`src/rtl/ccs_consts.svh`:
```
// Purpose: Offsets, field positions, reset values and timing counts
// Assumes: 250 MHz system clock
// Notes:   Attribute addresses are byte addresses on the card address pins
`ifndef CCS_CONSTS_SVH
`define CCS_CONSTS_SVH

`define CCS_ADDR_W           11
`define CCS_ATTR_MODE_SEL    11'h200
`define CCS_ATTR_STAT_CTRL   11'h202

`define CCS_MODE_SEL_RESET   8'h00
`define CCS_STAT_CTRL_RESET  8'h00

`define CCS_MS_SOFT_RESET_BIT_BIT    7
`define CCS_MS_LEVEL_BIT     6
`define CCS_MS_INDEX_HI      5
`define CCS_MS_INDEX_LO      0

`define CCS_SC_CHANGED_BIT   7
`define CCS_SC_STATUS_CHANGE_ENABLE_BIT    6
`define CCS_SC_BYTEIO_BIT    5
`define CCS_SC_PWRSAVE_BIT   2
`define CCS_SC_INT_BIT       1

`define CCS_IDX_MEMORY       6'h00
`define CCS_IDX_CONTIG       6'h01
`define CCS_IDX_PRIMARY      6'h02
`define CCS_IDX_SECONDARY    6'h03

`define CCS_MEM_MIRROR_LO    11'h400
`define CCS_PRI_BASE         11'h1F0
`define CCS_PRI_ALT          11'h3F6
`define CCS_SEC_BASE         11'h170
`define CCS_SEC_ALT          11'h376
`define CCS_ALT_REG_BASE     4'he

`define CCS_CLK_MHZ          250
`define CCS_PWR_SETTLE_NS    1000
`define CCS_PWR_SETTLE_CYC   ((`CCS_PWR_SETTLE_NS * `CCS_CLK_MHZ + 999) / 1000)

`endif

```
`src/rtl/ccs_pkg.sv`:
```
// Purpose: Types shared by the card configuration and status block
// Assumes: Constants live in ccs_consts.svh
// Notes:   One-hot state codes written out
package ccs_pkg;

  typedef enum logic [3:0] {
    CCS_MODE_MEMORY    = 4'b0001,
    CCS_MODE_CONTIG    = 4'b0010,
    CCS_MODE_PRIMARY   = 4'b0100,
    CCS_MODE_SECONDARY = 4'b1000
  } ccs_mode_t;

  typedef enum logic [3:0] {
    CCS_PWR_ACTIVE  = 4'b0001,
    CCS_PWR_ENTER   = 4'b0010,
    CCS_PWR_DOWN    = 4'b0100,
    CCS_PWR_EXIT    = 4'b1000
  } ccs_pwr_state_t;

endpackage

```
`src/rtl/ccs_config_regs.sv`:
```
// What this block does
// - Index 000001 selects contiguous I/O, task file at x0h..xFh.
// - Index 000000 is memory mode, task file at 0h..Fh and 400h..7FFh.
// - Index 000010 decodes primary I/O at 1F0h..1F7h and 3F6h..3F7h.
// - Index 000011 decodes secondary I/O at 170h..177h and 376h..377h.
// - Mode-select register reads zero after power-up; card starts in memory mode.
// - Status register resets to zero; fixed bit layout, bits 4,3,0 read zero.
// - Change flag is set while ready-change or write-protect-change flag is one.
// - Change set, enable set and I/O mode drive status-changed pin low.
// - In I/O mode with enable clear, the status pin is held high.
// - Byte-I/O bit is stored but ignored; 8 and 16 bit always work.
// - Power-save bit one enters power-down, zero returns active; reads back.
// - Any change of power-save bit reports busy at once.
// - Busy holds until the requested power state is reached.
// - Card powers down by itself when idle and wakes on a command.
// - Interrupt bit mirrors internal request in every mode until serviced.
// - Interrupt bit is forced zero while host interrupts are disabled.
// - Soft reset acts as hardware reset but stays set; clearing leaves unconfigured.
// - Level select one gives level interrupts, zero gives pulse interrupts.
// - Ready-change flag is set whenever the internal ready state changes.
// - Mode-select at attribute 200h, status register at 202h.
//
// Purpose: Mode-select and configuration/status registers of a storage card
// Assumes: Card bus pins sampled synchronously to clk_sys
// Notes:   Reserved index values decode no task file
`timescale 1ns/10ps
`include "ccs_consts.svh"

module ccs_config_regs #(
  parameter int SETTLE_CYC = `CCS_PWR_SETTLE_CYC
) (
  // Clock and reset
  input  wire logic                   clk_sys,
  input  wire logic                   reset_n,
  // Card bus
  input  wire logic                   ce1_n,
  input  wire logic                   reg_n,
  input  wire logic                   oe_n,
  input  wire logic                   we_n,
  input  wire logic                   iord_n,
  input  wire logic                   iowr_n,
  input  wire logic [10:0]            addr,
  input  wire logic [7:0]             data_in,
  output logic      [7:0]             data_out,
  output logic                        data_oe,
  // Pin replacement side
  input  wire logic                   wp_change_flag,
  input  wire logic                   ready_change_clear,
  output logic                        ready_change_flag,
  output logic                        ready_state,
  // Drive core
  input  wire logic                   irq_request,
  input  wire logic                   host_irq_disable,
  input  wire logic                   card_idle,
  input  wire logic                   command_arrive,
  // Outputs
  output logic                        status_changed_pin_n,
  output logic                        irq_n,
  output logic                        card_reset,
  output logic                        powered_down,
  output ccs_pkg::ccs_mode_t          mode,
  output logic                        task_hit,
  output logic      [3:0]             task_reg
);
  import ccs_pkg::*;

  logic [7:0]  ms_r, ms_nxt;
  logic        status_change_enable_r, status_change_enable_nxt;
  logic        byteio_r, byteio_nxt;
  logic        pwrsave_r, pwrsave_nxt;
  logic        rdy_chg_r, rdy_chg_nxt;
  logic        rdy_prev_r;
  logic        int_prev_r;
  logic [7:0]  dout_nxt;
  logic        doe_nxt;
  logic        stsn_nxt, irqn_nxt, hit_nxt;
  logic [3:0]  treg_nxt;
  ccs_mode_t   mode_nxt;
  logic        we_prev_r;
  logic        attr_sel, wr_stb, rd_act;
  logic        hit_ms, hit_sc;
  logic        pwr_busy, pwr_down;
  logic        int_bit, changed, io_mode, srst;
  logic [5:0]  idx;
  logic [7:0]  sc_view;

  ccs_power_ctrl #(
    .SETTLE_CYC         (SETTLE_CYC)
  ) u_power (
    .clk_sys            (clk_sys),
    .reset_n            (reset_n),
    .power_save_request (pwrsave_r),
    .card_idle          (card_idle),
    .command_arrive     (command_arrive),
    .powered_down_r     (pwr_down),
    .busy_r             (pwr_busy)
  );

  assign srst     = ms_r[`CCS_MS_SOFT_RESET_BIT_BIT];
  assign idx      = ms_r[`CCS_MS_INDEX_HI:`CCS_MS_INDEX_LO];
  assign io_mode  = idx != `CCS_IDX_MEMORY;
  assign int_bit  = irq_request && !host_irq_disable;
  assign changed  = rdy_chg_r || wp_change_flag;
  assign attr_sel = !ce1_n && !reg_n && !addr[0];
  assign hit_ms   = attr_sel && addr == `CCS_ATTR_MODE_SEL;
  assign hit_sc   = attr_sel && addr == `CCS_ATTR_STAT_CTRL;
  assign wr_stb   = !we_n && we_prev_r;
  assign rd_act   = !oe_n && we_n;

  // Status view; bits 4, 3 and 0 are constant zero
  always_comb begin
    sc_view                      = 8'h00;
    sc_view[`CCS_SC_CHANGED_BIT] = changed;
    sc_view[`CCS_SC_STATUS_CHANGE_ENABLE_BIT]  = status_change_enable_r;
    sc_view[`CCS_SC_BYTEIO_BIT]  = byteio_r;
    sc_view[`CCS_SC_PWRSAVE_BIT] = pwrsave_r;
    sc_view[`CCS_SC_INT_BIT]     = int_bit;
  end

  // Register writes and soft reset
  always_comb begin
    ms_nxt      = ms_r;
    status_change_enable_nxt  = status_change_enable_r;
    byteio_nxt  = byteio_r;
    pwrsave_nxt = pwrsave_r;
    if (wr_stb && hit_ms) begin
      ms_nxt = data_in;
    end
    if (wr_stb && hit_sc && !srst) begin
      status_change_enable_nxt  = data_in[`CCS_SC_STATUS_CHANGE_ENABLE_BIT];
      byteio_nxt  = data_in[`CCS_SC_BYTEIO_BIT];
      pwrsave_nxt = data_in[`CCS_SC_PWRSAVE_BIT];
    end
    if (ms_nxt[`CCS_MS_SOFT_RESET_BIT_BIT]) begin
      ms_nxt      = `CCS_MODE_SEL_RESET;
      ms_nxt[`CCS_MS_SOFT_RESET_BIT_BIT] = 1'b1;
      status_change_enable_nxt  = 1'b0;
      byteio_nxt  = 1'b0;
      pwrsave_nxt = 1'b0;
    end
  end

  // Ready state and its change flag; a new change beats a clear
  assign ready_state = !pwr_busy;
  always_comb begin
    rdy_chg_nxt = rdy_chg_r;
    if (ready_change_clear) begin
      rdy_chg_nxt = 1'b0;
    end
    if (ready_state != rdy_prev_r) begin
      rdy_chg_nxt = 1'b1;
    end
  end

  // Readback, status pin, interrupt and task file decode
  always_comb begin
    dout_nxt = 8'h00;
    doe_nxt  = 1'b0;
    if (rd_act && hit_ms) begin
      dout_nxt = ms_r;
      doe_nxt  = 1'b1;
    end else if (rd_act && hit_sc) begin
      dout_nxt = sc_view;
      doe_nxt  = 1'b1;
    end
    stsn_nxt = 1'b1;
    if (io_mode && status_change_enable_r && changed) begin
      stsn_nxt = 1'b0;
    end
    if (ms_r[`CCS_MS_LEVEL_BIT]) begin
      irqn_nxt = !int_bit;
    end else begin
      irqn_nxt = !(int_bit && !int_prev_r);
    end
    hit_nxt  = 1'b0;
    treg_nxt = addr[3:0];
    case (idx)
      `CCS_IDX_MEMORY: begin
        mode_nxt = CCS_MODE_MEMORY;
        hit_nxt  = !ce1_n && reg_n && (!oe_n || !we_n)
                   && (addr[10:4] == 7'h00 || addr[10]);
      end
      `CCS_IDX_CONTIG: begin
        mode_nxt = CCS_MODE_CONTIG;
        hit_nxt  = !ce1_n && !reg_n && (!iord_n || !iowr_n);
      end
      `CCS_IDX_PRIMARY: begin
        mode_nxt = CCS_MODE_PRIMARY;
        hit_nxt  = !ce1_n && !reg_n && (!iord_n || !iowr_n)
                   && ({addr[10:3], 3'b000} == `CCS_PRI_BASE
                       || {addr[10:1], 1'b0} == `CCS_PRI_ALT);
        // A9 splits the base block from the alternate pair
        treg_nxt = addr[9] ? (`CCS_ALT_REG_BASE | {3'b000, addr[0]}) : {1'b0, addr[2:0]};
      end
      `CCS_IDX_SECONDARY: begin
        mode_nxt = CCS_MODE_SECONDARY;
        hit_nxt  = !ce1_n && !reg_n && (!iord_n || !iowr_n)
                   && ({addr[10:3], 3'b000} == `CCS_SEC_BASE
                       || {addr[10:1], 1'b0} == `CCS_SEC_ALT);
        treg_nxt = addr[9] ? (`CCS_ALT_REG_BASE | {3'b000, addr[0]}) : {1'b0, addr[2:0]};
      end
      default: begin
        mode_nxt = CCS_MODE_CONTIG;
        hit_nxt  = 1'b0;
      end
    endcase
    if (srst || pwr_down) begin
      hit_nxt = 1'b0;
    end
  end

  always_ff @(posedge clk_sys or negedge reset_n) begin
    if (!reset_n) begin
      ms_r                 <= `CCS_MODE_SEL_RESET;
      status_change_enable_r             <= 1'b0;
      byteio_r             <= 1'b0;
      pwrsave_r            <= 1'b0;
      rdy_chg_r            <= 1'b0;
      rdy_prev_r           <= 1'b1;
      int_prev_r           <= 1'b0;
      we_prev_r            <= 1'b1;
      data_out             <= 8'h00;
      data_oe              <= 1'b0;
      status_changed_pin_n <= 1'b1;
      irq_n                <= 1'b1;
      card_reset           <= 1'b0;
      powered_down         <= 1'b0;
      mode                 <= CCS_MODE_MEMORY;
      task_hit             <= 1'b0;
      task_reg             <= 4'h0;
      ready_change_flag    <= 1'b0;
    end else begin
      ms_r                 <= ms_nxt;
      status_change_enable_r             <= status_change_enable_nxt;
      byteio_r             <= byteio_nxt;
      pwrsave_r            <= pwrsave_nxt;
      rdy_chg_r            <= rdy_chg_nxt;
      rdy_prev_r           <= ready_state;
      int_prev_r           <= int_bit;
      we_prev_r            <= we_n;
      data_out             <= dout_nxt;
      data_oe              <= doe_nxt;
      status_changed_pin_n <= stsn_nxt;
      irq_n                <= irqn_nxt;
      card_reset           <= ms_nxt[`CCS_MS_SOFT_RESET_BIT_BIT];
      powered_down         <= pwr_down;
      mode                 <= mode_nxt;
      task_hit             <= hit_nxt;
      task_reg             <= treg_nxt;
      ready_change_flag    <= rdy_chg_nxt;
    end
  end

endmodule

```
`src/rtl/ccs_power_ctrl.sv`:
```
// Purpose: Power state sequencer with busy reporting
// Assumes: Requests synchronous to clk_sys
// Notes:   Busy covers every transition, requested or automatic
`timescale 1ns/10ps
`include "ccs_consts.svh"

module ccs_power_ctrl #(
  parameter int SETTLE_CYC = `CCS_PWR_SETTLE_CYC
) (
  // Clock and reset
  input  wire logic clk_sys,
  input  wire logic reset_n,
  // Requests
  input  wire logic power_save_request,
  input  wire logic card_idle,
  input  wire logic command_arrive,
  // State
  output logic      powered_down_r,
  output logic      busy_r
);
  import ccs_pkg::*;

  ccs_pwr_state_t state_r, state_nxt;
  logic [15:0]    cnt_r, cnt_nxt;
  logic           req_prev_r, req_prev_nxt;
  logic           auto_r, auto_nxt;
  logic           pd_nxt, busy_nxt;
  logic           req_change;

  always_comb begin
    state_nxt    = state_r;
    cnt_nxt      = cnt_r;
    auto_nxt     = auto_r;
    req_prev_nxt = power_save_request;
    req_change   = power_save_request != req_prev_r;
    busy_nxt     = busy_r;
    pd_nxt       = powered_down_r;
    if (req_change) begin
      busy_nxt = 1'b1;
    end
    case (state_r)
      CCS_PWR_ACTIVE: begin
        if (power_save_request || (card_idle && !command_arrive)) begin
          auto_nxt  = !power_save_request;
          state_nxt = CCS_PWR_ENTER;
          cnt_nxt   = 16'(SETTLE_CYC);
          busy_nxt  = 1'b1;
        end else if (!req_change) begin
          busy_nxt = 1'b0;
        end
      end
      CCS_PWR_ENTER: begin
        if (cnt_r <= 16'h0001) begin
          state_nxt = CCS_PWR_DOWN;
          pd_nxt    = 1'b1;
        end else begin
          cnt_nxt = cnt_r - 16'h0001;
        end
      end
      CCS_PWR_DOWN: begin
        if ((!power_save_request && !auto_r) || (auto_r && command_arrive)
            || (auto_r && power_save_request == 1'b0 && req_change)) begin
          state_nxt = CCS_PWR_EXIT;
          cnt_nxt   = 16'(SETTLE_CYC);
          busy_nxt  = 1'b1;
        end else begin
          if (power_save_request) begin
            auto_nxt = 1'b0;
          end
          if (!req_change) begin
            busy_nxt = 1'b0;
          end
        end
      end
      CCS_PWR_EXIT: begin
        if (cnt_r <= 16'h0001) begin
          state_nxt = CCS_PWR_ACTIVE;
          pd_nxt    = 1'b0;
          auto_nxt  = 1'b0;
        end else begin
          cnt_nxt = cnt_r - 16'h0001;
        end
      end
      default: begin
        state_nxt = CCS_PWR_ACTIVE;
        pd_nxt    = 1'b0;
      end
    endcase
  end

  always_ff @(posedge clk_sys or negedge reset_n) begin
    if (!reset_n) begin
      state_r        <= CCS_PWR_ACTIVE;
      cnt_r          <= 16'h0000;
      req_prev_r     <= 1'b0;
      auto_r         <= 1'b0;
      powered_down_r <= 1'b0;
      busy_r         <= 1'b0;
    end else begin
      state_r        <= state_nxt;
      cnt_r          <= cnt_nxt;
      req_prev_r     <= req_prev_nxt;
      auto_r         <= auto_nxt;
      powered_down_r <= pd_nxt;
      busy_r         <= busy_nxt;
    end
  end

endmodule

```
`config.mk`:
```
export PLATFORM = sky130hd
export DESIGN_NAME = ccs_config_regs
export DESIGN_NICKNAME = d
export VERILOG_FILES = /design/src/rtl/ccs_pkg.sv /design/src/rtl/ccs_config_regs.sv /design/src/rtl/ccs_power_ctrl.sv
export VERILOG_INCLUDE_DIRS = /design/src /design/src/rtl
export SDC_FILE = /design/constraint.sdc
export NUM_CORES = 1
export LEC_CHECK = 0
export BUFFER_PORTS_ARGS = -buffer_cell sky130_fd_sc_hd__clkbuf_2
export CAP_MARGIN = 20
export CORE_ASPECT_RATIO = 0.6
export CORE_MARGIN = 3
export CORE_UTILIZATION = 25
export CTS_CLUSTER_SIZE = 16
export DETAILED_ROUTE_END_ITERATION = 12
export GPL_TIMING_DRIVEN = 0
export PLACE_DENSITY = 0.52
export RECOVER_POWER = 25
export SYNTH_ARGS = -nofsm -noshare
export SYNTH_HDL_FRONTEND = slang
export SYNTH_SLANG_ARGS = --single-unit
```
`constraint.sdc`:
```
create_clock -name clk_sys -period 6.8 [get_ports clk_sys]
set_clock_uncertainty 0.1 [all_clocks]
set_input_delay 2.04 -clock clk_sys [delete_from_list [all_inputs] [get_ports clk_sys]]
set_output_delay 2.04 -clock clk_sys [all_outputs]
set_load 0.02 [all_outputs]
```
Yosys cells after proc, flatten, opt, wreduce, memory -nomap -nowiden
Index checks and enable logic that the tools add are counted.
W data, S select, Z words.

word-level totals
  register bits = 60
  bits in latches = 0
  RAM bits = 0
  ROM bits = 0
  input port bits = 33
  output and inout bits = 24
  logic and storage cells = 158
  memories kept = 0

cells by class
  $add $sub $neg = 1
  multipliers = 0
  divide/modulo/power cells = 0
  order comparisons = 1
  eq/ne operators = 22
  shift operators = 0
  mux-type cells = 42
  bitwise gates (word level) = 2
  reduce and logical (&&, ||, !) cells = 67

operator list
  operator                 count
  $mux W16                 3
  $pmux W16 S3             1
  $mux W8                  4
  $logic_and A1 B1 Y1      26
  $mux W4                  6
  $eq A11 B10 Y1 const B   2
  $mux W1                  22
  $eq A10 B9 Y1 const B    2
  $eq A8 B6 Y1 const B     2
  $le A16 B1 Y1 const B    1
  $logic_not A1 Y1         16
  $pmux W4 S4              1
  $sub A16 B1 Y16 const B  1
  $eq A6 B2 Y1 const B     2
  $pmux W4 S3              1
  $logic_or A1 B1 Y1       10
  $ne A2 B1 Y1 const B     4
  $reduce_and A4 Y1        2
  $logic_not A7 Y1         1
  $eq A6 B1 Y1 const B     1
  $logic_not A6 Y1         1
  $ne A2 B2 Y1 const B     3
  $pmux W1 S3              2
  $reduce_bool A2 Y1       3
  other kinds (13)         18

Longest topological paths before layout
Gate-level depths: netlist of run 1.

  depth after elaboration = 8
  mapped depth = 8
  mapped depth without buffers = 7

Cells and area by module
From an unflattened synthesis of run 1, not the netlist that was laid out.

unflattened totals
  cells, all modules = 281
  area total of the unflattened synthesis = 3045.4 um^2

modules (own cells, without submodules)
  module           instances  cells an instance  area an instance (um^2)  seq. area each (um^2)
  ccs_config_regs  1          123                1532.7                   907.1
  ccs_power_ctrl   1          158                1512.7                   601.8

Worst setup path after synthesis of run 1
Ideal clock, no wire load.

  path kind = input to register
  start = input addr[5]
  end = register byteio_r
  library setup time = 0.072 ns
  data arrival time = 3.294 ns
  required time = 6.628 ns
  slack = 3.334 ns
  stages = 5
  buffers on the path = 0
  cells stage by stage = nor4_1 -> and4b_1 -> nor4b_2 -> nor2_1 -> nor2_1

between the ends
  cells in the longest elaborated chain, start to end = 5
  elaborated cells on any way between the ends = 10
  those cells by class = 2 x eq/ne; 2 x mux; 6 x reduce/logical

RTL lines
  element                                                line                                            source
  start, declared                                        ccs_config_regs.sv:42                           input wire logic [10:0] addr,
  $eq A11 B10 Y1 (no line)                               -
  $logic_and A1 B1 Y1 (no line)                          -
  $logic_and A1 B1 Y1 (on tied branches)                 ccs_config_regs.sv:126, ccs_config_regs.sv:129
  $mux W8 / $logic_and A1 B1 Y1 (equally long branches)  ccs_config_regs.sv:126, ccs_config_regs.sv:129
  $mux W1 / $reduce_bool A2 Y1 (equally long branches)   -
  end signal, assigned                                   ccs_config_regs.sv:235                          byteio_r <= byteio_nxt;
  end, declared                                          ccs_config_regs.sv:69                           logic byteio_r, byteio_nxt;

Parallel ways exist; a longest one is shown, timed or not. The select of a mux whose other input is x is not followed.
A chain may end at the register's enable or synchronous reset.

Worst setup path after layout of run 1
  start = input addr[5]
  end = register status_change_enable_r

between the ends
  cells in the longest elaborated chain, start to end = 5
  elaborated cells on any way between the ends = 10
  those cells by class = 2 x eq/ne; 2 x mux; 6 x reduce/logical

RTL lines
  element                                                line                                            source
  $eq A11 B10 Y1 (no line)                               -
  $logic_and A1 B1 Y1 (no line)                          -
  $logic_and A1 B1 Y1 (on tied branches)                 ccs_config_regs.sv:126, ccs_config_regs.sv:129
  $mux W8 / $logic_and A1 B1 Y1 (equally long branches)  ccs_config_regs.sv:126, ccs_config_regs.sv:129
  $mux W1 / $reduce_bool A2 Y1 (equally long branches)   -
  end signal, assigned                                   ccs_config_regs.sv:234                          status_change_enable_r <= status_change_enable_nxt;
  end, declared                                          ccs_config_regs.sv:68                           logic status_change_enable_r, status_change_enable_nxt;

Parallel ways exist; a longest one is shown, timed or not. The select of a mux whose other input is x is not followed.

==> metrics.md, run 1 <==
| Metric | Value |
|---|---|
| Worst hold path type | flip-flop to flip-flop |
| Congestion Overflow GR | 0 |
| TritonCTS buffer count | 9 |
| Gpl congestion | 0.8919 |
| LEAKAGE | 1.641 nW |
| Largest register FFs | 16 |
| Vias in the first global route | between 2000 and 2500 |
| Internal power | 682.7 µW |
| Wire length of the first global-routing pass | between 10 and 15 mm |
| WL/cell | 14.73 µm |
| I/O pin cnt | 57 |
| Fin. max-slew vios | 0 |
| Post-Syn Area | 0.002821 mm² |
| Pre-antenna DRT Iters | 6 |
| Synth Area per Inst | 10.77 µm² |
| WP buf/inv | 1 |
| GRT Total Usage | 0.1190 |
| # Max-Cap Violations | 0 |
| Final setup vio count | 0 |
| WHS | between 0.2 and 0.3 ns |
| Largest registers | u_power.cnt_r x16, data_out x8, ms_r x8 |
| Share of the synthesized area in the top cell type | 0.4789 |
| # port buffers | 56 |
| RSZ-0062 raised after global routing | false |
| Outcome | complete, no violations |
| Worst path cell trace | clkbuf_2 > nor4_1 > and4b_1 > nor4b_2 > nor2_1 > nor2_1 |
| Hold Buf Count CTS | 0 |
| Vias per cell | 4.704 |
| Final hold vios | 0 |
| Setup TNS | 0 ns |
| Skew-Pair Late Insertion Delay | 0.33 ns |
| Slowest CP cell | nor4b_2 |
| Post-Place Cells | 457 |
| Sw frac | 0.2483 |
| CTS tree | yes |
| Post-synth EDFFs | 0 |
| Placeable Area | 0.01078 mm² |
| Most common flop cell mapped by yosys | dfrtp_1 |
| Final period utilization | 0.5519 |
| Initial antenna violation count | 0 |
| CP peak stage delay | 0.71 ns |
| Final nets | 364 |
| WP data arrival | 3.91 ns |
| Clk root buf | clkbuf_16 |
| Seq/Total Area, Yosys | 0.5348 |
| Area leader, netlist | dfrtp_1 |
| Post-Synthesis Net Count | approximately 300 |
| H-tree Lvls | 3 |
| Largest net degree at the start of global routing | 61 |
| Largest register by flop count | u_power.cnt_r |
| Kind of end point of the critical path | flip-flop |
| Top delay family on crit path | simple AND/OR/NAND/NOR gates |
| HPWL Detailed | 5.159 mm |
| Setup bufs post-CTS | 0 |
| Syn-to-layout area delta | 25.72% |
| Final Util | 0.3292 |
| Post-cts sizing count | 0 |
| CP Class | input port to flip-flop |
| Final Instance Area | 0.003547 mm² |
| Row cnt | 29 |
| DRT Wirelength | 6.968 mm |
| Max VDD drop | 172.8 µV |
| DRT antenna net count | 0 |
| Sequential Power Share | 0.418 |
| Async set-reset flop share out of synthesis | 1.000 |
| Ys Warns | 0 |
| Fin crit period | 3.753 ns |
| Slew HR | 0.1069 |
| Synth cell types | 59 |
| Number of diodes | 0 |
| Clock share of power | 0.494 |
| Slew @ Worst Pin | 1.327 ns |
| Place WS | 2.713 ns |
| Clk slew on worst S/H paths | approximately 0.06 ns |
| DP Area | 0.003278 mm² |
| Power Density | between 200 and 300 mW/mm² |
| Area contributors post-synth | dfrtp_1 (48%), dfstp_2 (5.6%), nor2_1 (4.0%) |
| Total power | 908.1 µW |
| Die area | 0.01264 mm² |
| Combinational Power Share | 0.088 |
| Post-synthesis register bit count | 60 |
| Startpoint Class | input port |
| Initial DRC count | 143 |
| CP dominant cell by count | nor2_1 |
| Starting Density | 0.2618 |
| Final WS setup | slightly above 3 ns |
| Finished Layout Cells | 473 |
| Vias post-DR | 2225 |
| Critical path peak fanout | 8 |
| Required time of the critical path | 6.95 ns |
| F_max | 266.4 MHz |
| Share of cells above drive strength 1 | 0.2605 |
| Post-synthesis cell count | 262 |
| Width of the die | 143.2 µm |
| CTS Buffer Depth | 2 |
| Die Span Y | 88.29 µm |
| Total clock sinks | 60 |
| # DRC | 0 |
| Net Sw Power | 225.4 µW |
==> cell type report <==
type                            count  area (µm²)
Sequential cell                    60        1509
Clock inverter                      6       65.06
Clock buffer                       10       229.0
Buffer                             11       50.05
Fill cell                        1098        7229
Timing Repair Buffer               56       279.0
Inverter                            8       30.03
Multi-Input combinational cell    183        1211
Tap cell                          139       173.9
==> Yosys cell counts, types with 4 or more instances <==
| master | instances |
|---|---|
| dfrtp_1 | 54 |
| o21ai_0 | 8 |
| nor2_1 | 30 |
| mux2i_1 | 9 |
| xnor2_1 | 7 |
| nand3_1 | 4 |
| xor2_1 | 4 |
| a21oi_1 | 9 |
| clkbuf_1 | 9 |
| a22o_1 | 7 |
| nor3_1 | 9 |
| nor2b_1 | 7 |
| inv_1 | 8 |
| nand2_1 | 19 |
| a211oi_1 | 5 |
| dfstp_2 | 6 |
| nand4_1 | 5 |
==> layout by cell type, fill, tap and decap left out, types with 2 or more instances in the layout <==
cell	synthesis	routed
inv_1	8	8
xor2_1	4	4
or3_1	2	2
nor2b_1	7	7
nand4_1	5	5
nor3b_1	2	2
or4_4	2	2
o21ai_0	8	8
a211oi_1	5	5
nand2_1	19	19
xnor2_1	7	7
dfstp_2	6	6
nor4_1	3	5
dfrtp_1	54	54
clkbuf_2	0	52
mux2i_1	9	9
a2111oi_0	3	3
and4b_1	2	2
nand3_1	4	4
a21oi_1	9	9
nor3_1	9	9
clkinv_2	0	2
clkinv_4	0	2
nand2b_1	3	3
a22o_1	7	7
clkbuf_16	0	9
ha_1	2	2
and3_1	3	3
nor4b_1	2	2
nand3b_1	3	3
nor2_1	30	30
a31oi_1	2	2
and2_1	3	3
clkbuf_1	9	13
==> path summary, 6_finish.rpt <==
kind	from	endpoint	slack, ns	cells after the start
worst max-delay path	addr[5]	status_change_enable_r$_DFFE_PN0P_	3.05	6
worst min-delay path	pwrsave_r$_DFFE_PN0P_	u_power.req_prev_r$_DFF_PN0_	0.28	0
worst max register to register	ms_r[3]$_DFFE_PN0P_	task_hit$_DFF_PN0_	4.01	5
worst min register to register	pwrsave_r$_DFFE_PN0P_	u_power.req_prev_r$_DFF_PN0_	0.28	0
max in group asynchronous	reset_n	task_reg[0]$_DFF_PN0_	4.34	1
min in group asynchronous	reset_n	ms_r[4]$_DFFE_PN0P_	1.72	1
==> metal layers <==
metal	GRT usage	wire length, µm
met3	0.03402	367
met4	0.05177	122
met5	0	0
met1	0.1842	3805
met2	0.1499	2673
==> worst reg2reg max path: cells and delay by family (launching register included) <==
kind            cells  cell delay (ns)
flops               1             0.39
simple gates        3             1.93
compound gates      2             0.28
==> kinds of logic (layout without fill, tap and decap cells) <==
group | after synthesis | count (layout) | share of synthesized area
and+or+nand+nor | 111 | 111 | 0.2302
DFF | 60 | 60 | 0.5348
AOI/OAI and AO/OA | 49 | 49 | 0.1277
buffers and inverters | 19 | 91 | 0.02838
xor gates and xnor gates | 11 | 11 | 0.03415
muxes | 10 | 10 | 0.03592
adders and majority gates | 2 | 2 | 0.008868
==> power groups by stage <==
stage | clock [mW] | combinational [mW] | sequential (mW)
2_1_floorplan | 0 | 0.0422 | 0.388
3_3_place_gp | 0 | 0.0809 | 0.385
3_5_place_dp | 0 | 0.0814 | 0.386
4_1_cts | 0.460 | 0.0822 | 0.379
5_1_grt | 0.478 | 0.0902 | 0.381
6_report | 0.449 | 0.0797 | 0.380
(Power assumes the default switching activity.)
==> run 2, diff against run 1 <==
--- a/config.mk
+++ b/config.mk
@@ -14,7 +14,7 @@
 export CTS_CLUSTER_SIZE = 16
 export DETAILED_ROUTE_END_ITERATION = 12
 export GPL_TIMING_DRIVEN = 0
-export PLACE_DENSITY = 0.52
+export PLACE_DENSITY = 0.53
 export RECOVER_POWER = 25
 export SYNTH_ARGS = -nofsm -noshare
 export SYNTH_HDL_FRONTEND = slang
==> constraint.sdc (replaced) <==
create_clock -name clk_sys -period 3 [get_ports clk_sys]
set_clock_uncertainty 0.1 [all_clocks]
set_input_delay 0.9 -clock clk_sys [delete_from_list [all_inputs] [get_ports clk_sys]]
set_output_delay 0.9 -clock clk_sys [all_outputs]
set_load 0.02 [all_outputs]
==> metrics.md, run 2 (synthesized netlist as in run 1, its figures left out) <==
| Metric | Value |
|---|---|
| Total clock sinks | 60 (unchanged) |
| DRT antenna net count | 0 (unchanged) |
| Cell count along the critical path | 6 (unchanged) |
| Detail Route met2 WL | 2.696 mm (+0.86%) |
| Setup crit start | addr[5] |
| Largest register FFs | 16 (unchanged) |
| Fin crit period | around 2.5 ns |
| Final period utilization | 0.8499 |
| Largest register by flop count | u_power.cnt_r |
| HPWL Detailed | 5.119 mm (-0.78%) |
| Clk root buf | clkbuf_16 |
| Highest Signal Layer | met4 |
| Worst path cell trace | clkbuf_2 > nor4_1 > and4b_1 > nor4b_2 > nor2_1 > nor2_1 |
| CP peak stage delay | 0.69 ns (-0.02 ns) |
| Hold Buf Count CTS | 0 (unchanged) |
| Slowest CP cell | nor4b_2 |
| Gpl congestion | 0.8571 (-3.9%) |
| Cell count of the worst reg-to-reg path | 5 (unchanged) |
| Kind of end point of the critical path | flip-flop |
| # Max-Cap Violations | 0 (unchanged) |
| Pre-antenna DRT Iters | 4 (-2) |
| Final setup vio count | 0 (unchanged) |
| Startpoint Class | input port |
| # port buffers | 56 (unchanged) |
| H-tree Lvls | 3 (unchanged) |
| # DRC | 0 (unchanged) |
| Flop2flop setup slack | 0.59 ns (-3.42 ns) |
| Vias in the first global route | 2200 (+1.5%) |
| Final hold vios | 0 (unchanged) |
| Hold path cells | 0 (unchanged) |
| R2r endpoint | task_hit$_DFF_PN0_ |
| Syn-to-layout area delta | 27.45% |
| Post-cts sizing count | 0 (unchanged) |
| Die Span Y | 88.29 µm (unchanged) |
| Share of cells above drive strength 1 | 0.2725 (+0.01198) |
| Worst hold path type | flip-flop to flip-flop |
| End of the critical path | byteio_r$_DFFE_PN0P_ |
| LEAKAGE | 1.661 nW (+1.2%) |
| WP data arrival | 2.70 ns (-1.21 ns) |
| Congestion Overflow GR | 0 (unchanged) |
| Starting Density | 0.2618 (unchanged) |
| WP buf/inv | 1 (unchanged) |
| Skew-Pair Late Insertion Delay | 0.32 ns (about the same) |
| Placeable Area | 0.01078 mm² (unchanged) |
| Initial antenna violation count | 0 (unchanged) |
| Die area | 0.01264 mm² (unchanged) |
| Clk slew on worst S/H paths | 0.05 ns (about the same) |
| TritonCTS buffer count | 9 (unchanged) |
| CP dominant cell by count | nor2_1 |
| M1 WL | 3.775 mm (-0.79%) |
| Outcome | complete, no violations |
| I/O pin cnt | 57 (unchanged) |
| CP Class | input port to flip-flop |
| Row cnt | 29 (unchanged) |
| Fin. max-slew vios | 0 (unchanged) |
| Max VDD drop | 259.2 µV (+50%) |
| Launch point of the worst reg-to-reg path | ms_r[3]$_DFFE_PN0P_ |
| DRT Wirelength | 6.853 mm (-1.7%) |
| Slew @ Worst Pin | 1.484 ns (+0.1569 ns) |
| Required time of the critical path | 3.15 ns (-3.80 ns) |
| Final nets | 364 (unchanged) |
| Critical path peak fanout | 8 (unchanged) |
| Largest registers | u_power.cnt_r x16, data_out x8, ms_r x8 |
| Vias per cell | 4.594 (-2.3%) |
| Final Util | 0.3337 (+0.004528) |
| F_max | 392.2 MHz |
| WL/cell | 14.49 µm (-1.7%) |
| Vias post-DR | 2173 (-2.3%) |
| RSZ-0062 raised after global routing | false |
| Largest net degree at the start of global routing | 61 (unchanged) |
| Total power | 2.116 mW (+130%) |
| Top delay family on crit path | simple AND/OR/NAND/NOR gates |
| Setup TNS | 0 ns (unchanged) |
| CTS tree | yes |
| Width of the die | 143.2 µm (unchanged) |
| Initial DRC count | 119 (-17%) |
| Power Density | 588.5 mW/mm² (+130%) |
| Number of diodes | 0 (unchanged) |
| Commonest cells after routing, fill and taps aside | dfrtp_1 (54), clkbuf_2 (54), nor2_1 (30) |
| Slew HR | 0.01046 (-0.09641) |
| Setup bufs post-CTS | 0 (unchanged) |
| CTS Buffer Depth | 2 (unchanged) |
| Wire length of the first global-routing pass | 11.41 mm (-0.66%) |
| Post-Place Cells | 457 (unchanged) |
| Finished Layout Cells | 473 (unchanged) |
| Metal3 WL | 329 µm (-10%) |
| GRT Total Usage | 0.1178 (-0.001217) |
## run 2: changes by cell type in the layout (fill, tap and decap cells not counted)
cell,change
clkbuf_8,+4
clkbuf_1,-2
clkbuf_2,+2
clkinv_4,-2
nor4_1,-2
clkbuf_4,-1
clkinv_2,-1
nor4_2,+1
nor4_4,+1
## run 2: routing by layer
layer  track usage  up-vias
li1              -     1092
met1        0.1837     1027
met2        0.1516       48
met3       0.03942        6
met4       0.03279        0
met5             0        -
## run 2: through the flow
| step | cell area (µm²) | setup slack (ns) | hold WS, ns |
|---|---|---|---|
| after floorplan | 2821 | 0.6738 | 0.2519 |
| after global placement | 3276 | 0.09767 | 0.2558 |
| after detailed placement | 3278 | 0.08993 | 0.2647 |
| after CTS | 3601 | 0.4183 | 0.2758 |
| after global routing | 3596 | 0.2158 | 0.2900 |
| final | 3596 | 0.4504 | 0.2775 |
## run 2: power breakdown
part / switching, mW / internal, mW
registers: 0.0207 / 0.840
logic: 0.115 / 0.0658
clock network: 0.344 / 0.731
## run 2: how the worst min path moves through the flow
stage                           from                            to  slack (ns)
3_3_place_gp   pwrsave_r$_DFFE_PN0P_  u_power.req_prev_r$_DFF_PN0_        0.26
2_1_floorplan  pwrsave_r$_DFFE_PN0P_  u_power.req_prev_r$_DFF_PN0_        0.25
5_1_grt        pwrsave_r$_DFFE_PN0P_  u_power.req_prev_r$_DFF_PN0_        0.29
6_report       pwrsave_r$_DFFE_PN0P_  u_power.req_prev_r$_DFF_PN0_        0.28
4_1_cts        pwrsave_r$_DFFE_PN0P_  u_power.req_prev_r$_DFF_PN0_        0.28
3_5_place_dp   pwrsave_r$_DFFE_PN0P_  u_power.req_prev_r$_DFF_PN0_        0.26
## run 2: worst reg2reg max path, cell delays in order, from the launching register on
cell and delay [ns]:
dfrtp_1 0.40, nor4_2 0.68, nor3b_1 0.56, and4b_1 0.26, o21ai_0 0.09, a211oi_1 0.22
## run 2: layout make-up
class                      count  area (µm²)
multi-input combinational    183        1232
inverter                       8       30.03
timing repair buffer          56       277.8
tap                          139       173.9
clock buffer                  13       280.3
sequential                    60        1509
fill                        1084        7181
buffer                        11       50.05
clock inverter                 3       42.54
==> run 3, diff against run 2 <==
--- a/config.mk
+++ b/config.mk
@@ -14,7 +14,7 @@
 export CTS_CLUSTER_SIZE = 16
 export DETAILED_ROUTE_END_ITERATION = 12
 export GPL_TIMING_DRIVEN = 0
-export PLACE_DENSITY = 0.53
+export PLACE_DENSITY = 0.52
 export RECOVER_POWER = 25
 export SYNTH_ARGS = -nofsm -noshare
 export SYNTH_HDL_FRONTEND = slang
==> constraint.sdc (replaced) <==
create_clock -name clk_sys -period 2.6 [get_ports clk_sys]
set_clock_uncertainty 0.1 [all_clocks]
set_input_delay 0.78 -clock clk_sys [delete_from_list [all_inputs] [get_ports clk_sys]]
set_output_delay 0.78 -clock clk_sys [all_outputs]
set_load 0.02 [all_outputs]
==> metrics.md, run 3 (synthesized netlist as in run 1, its figures left out) <==
| Metric | Value |
|---|---|
| Outcome | complete, no violations |
| Slew HR | 0.01889 (+0.008435) |
| CTS tree | yes |
| Largest register by flop count | u_power.cnt_r |
| Post-cts sizing count | 0 (unchanged) |
| GRT Total Usage | 0.1190 (+0.001217) |
| Vias post-DR | 2209 (+1.7%) |
| Pre-antenna DRT Iters | 6 (+2) |
| Setup bufs post-CTS | 0 (unchanged) |
| WP data arrival | 2.54 ns (-0.16 ns) |
| DRT antenna net count | 0 (unchanged) |
| Required time of the critical path | 2.74 ns (-0.41 ns) |
| Largest register FFs | 16 (unchanged) |
| Row cnt | 29 (unchanged) |
| Placeable Area | 0.01078 mm² (unchanged) |
| DRT Wirelength | 6.964 mm (+1.6%) |
| Worst path cell trace | nor4_2 > nor3b_1 > and4b_1 > o21ai_0 > a211oi_1 |
| I/O pin cnt | 57 (unchanged) |
| Vias per cell | 4.670 (+1.7%) |
| Max VDD drop | 455.6 µV (+76%) |
| Share of cells above drive strength 1 | 0.2695 (-0.002994) |
| Final nets | 364 (unchanged) |
| Hold Buf Count CTS | 0 (unchanged) |
| Final hold vios | 0 (unchanged) |
| Critical path peak fanout | 6 (-2) |
| Worst hold path type | flip-flop to flip-flop |
| Fin crit period | 2.397 ns |
| TritonCTS buffer count | 9 (unchanged) |
| # Max-Cap Violations | 0 (unchanged) |
| Fill count | 1092 (+0.74%) |
| Die area | 0.01264 mm² (unchanged) |
| Final setup vio count | 0 (unchanged) |
| Power Density | 664.5 mW/mm² (+13%) |
| # port buffers | 56 (unchanged) |
| Total clock sinks | 60 (unchanged) |
| RSZ-0062 raised after global routing | false |
| Vias in the first global route | 2168 (-1.5%) |
| Clk slew on worst S/H paths | 0.06 ns (about the same) |
| Largest net degree at the start of global routing | 61 (unchanged) |
| Setup TNS | 0 ns (unchanged) |
| Gpl congestion | 0.8919 (+4.1%) |
| Initial antenna violation count | 0 (unchanged) |
| Final period utilization | 0.9221 |
| CTS Buffer Depth | 2 (unchanged) |
| Clk root buf | clkbuf_16 |
| F_max | 417.1 MHz |
| LEAKAGE | 1.650 nW (-0.70%) |
| Slowest CP cell | nor4_2 |
| # DRC | 0 (unchanged) |
| Width of the die | 143.2 µm (unchanged) |
| WL/cell | 14.72 µm (+1.6%) |
| Syn-to-layout area delta | 26.74% |
| Startpoint Class | flip-flop |
| HPWL Detailed | 5.159 mm (+0.79%) |
| Initial DRC count | 128 (+7.6%) |
| Starting Density | 0.2618 (unchanged) |
| Slew @ Worst Pin | 1.472 ns (-0.01265 ns) |
| CP peak stage delay | 0.70 ns (about the same) |
| Largest registers | u_power.cnt_r x16, data_out x8, ms_r x8 |
| CP Class | flip-flop to flip-flop |
| Congestion Overflow GR | 0 (unchanged) |
| Number of diodes | 0 (unchanged) |
| Fin. max-slew vios | 0 (unchanged) |
| Kind of end point of the critical path | flip-flop |
| Commonest cells after routing, fill and taps aside | dfrtp_1 (54), clkbuf_2 (54), nor2_1 (30) |
| H-tree Lvls | 3 (unchanged) |
| Die Span Y | 88.29 µm (unchanged) |
| Wire length of the first global-routing pass | 11.48 mm (+0.67%) |
| Total power | 2.376 mW (+12%) |
| Skew-Pair Late Insertion Delay | 0.33 ns (about the same) |
-- run 3: cell types whose count changed in the layout (fill, tap and decap cells not counted), sizes merged --
cell / before / now
clkbuf: 78 / 75
clkinv: 1 / 4
-- run 3: stage by stage --
stage / hold WS [ns] / cell area, µm² / cells / setup slack (ns) / util
3_5_place_dp: 0.2567 / 3278 / 457 / -0.2272 / 0.3042
6_report: 0.2830 / 3576 / 473 / 0.2027 / 0.3318
4_1_cts: 0.2842 / 3572 / 473 / 0.1131 / 0.3315
2_1_floorplan: 0.2519 / 2821 / 262 / 0.3938 / -
3_3_place_gp: 0.2562 / 3276 / 457 / -0.2240 / 0.3040
5_1_grt: 0.2969 / 3576 / 473 / 0.03004 / 0.3318
-- run 3: worst max-delay path: cells and delay by family (launching register included) --
kind | cells | cell delay [ns]
and+or+nand+nor | 3 | 1.53
DFF | 1 | 0.40
AOI/OAI and AO/OA | 2 | 0.27
-- run 3: final timing paths --
check	startpoint	cells past startpoint	slack, ns	end
hold reg to reg	pwrsave_r$_DFFE_PN0P_	0	0.28	u_power.req_prev_r$_DFF_PN0_
max in group asynchronous	reset_n	1	0.81	u_power.cnt_r[15]$_DFFE_PN0P_
min in group asynchronous	reset_n	1	0.69	ms_r[4]$_DFFE_PN0P_
setup reg to reg	ms_r[3]$_DFFE_PN0P_	5	0.20	task_hit$_DFF_PN0_
hold / removal	pwrsave_r$_DFFE_PN0P_	0	0.28	u_power.req_prev_r$_DFF_PN0_
setup / recovery	ms_r[3]$_DFFE_PN0P_	5	0.20	task_hit$_DFF_PN0_
-- run 3: report_power, final --
group          switching (mW)  leakage [nW]  internal [mW]
Sequential             0.0244         0.767          0.969
Clock                   0.430         0.142          0.741
Combinational           0.136         0.741         0.0763
-- run 3: per-layer routing --
metal / vias to the layer above / global-route usage / share of wire
li1: 1086 / - / -
met1: 1063 / 0.1842 / 0.54
met2: 50 / 0.1499 / 0.39
met3: 10 / 0.03402 / 0.053
met4: 0 / 0.05177 / 0.015
met5: - / 0 / 0
-- run 3: area by class of cell --
class	instances	area, µm²	area share
clock buffer	10	229.0	0.06403
inverter	8	30.03	0.008397
clock inverter	6	65.06	0.01819
tap	139	173.9	0.04864
timing repair buffer	56	277.8	0.07768
multi-input combinational	183	1241	0.3471
buffer	11	50.05	0.01400
sequential	60	1509	0.4220
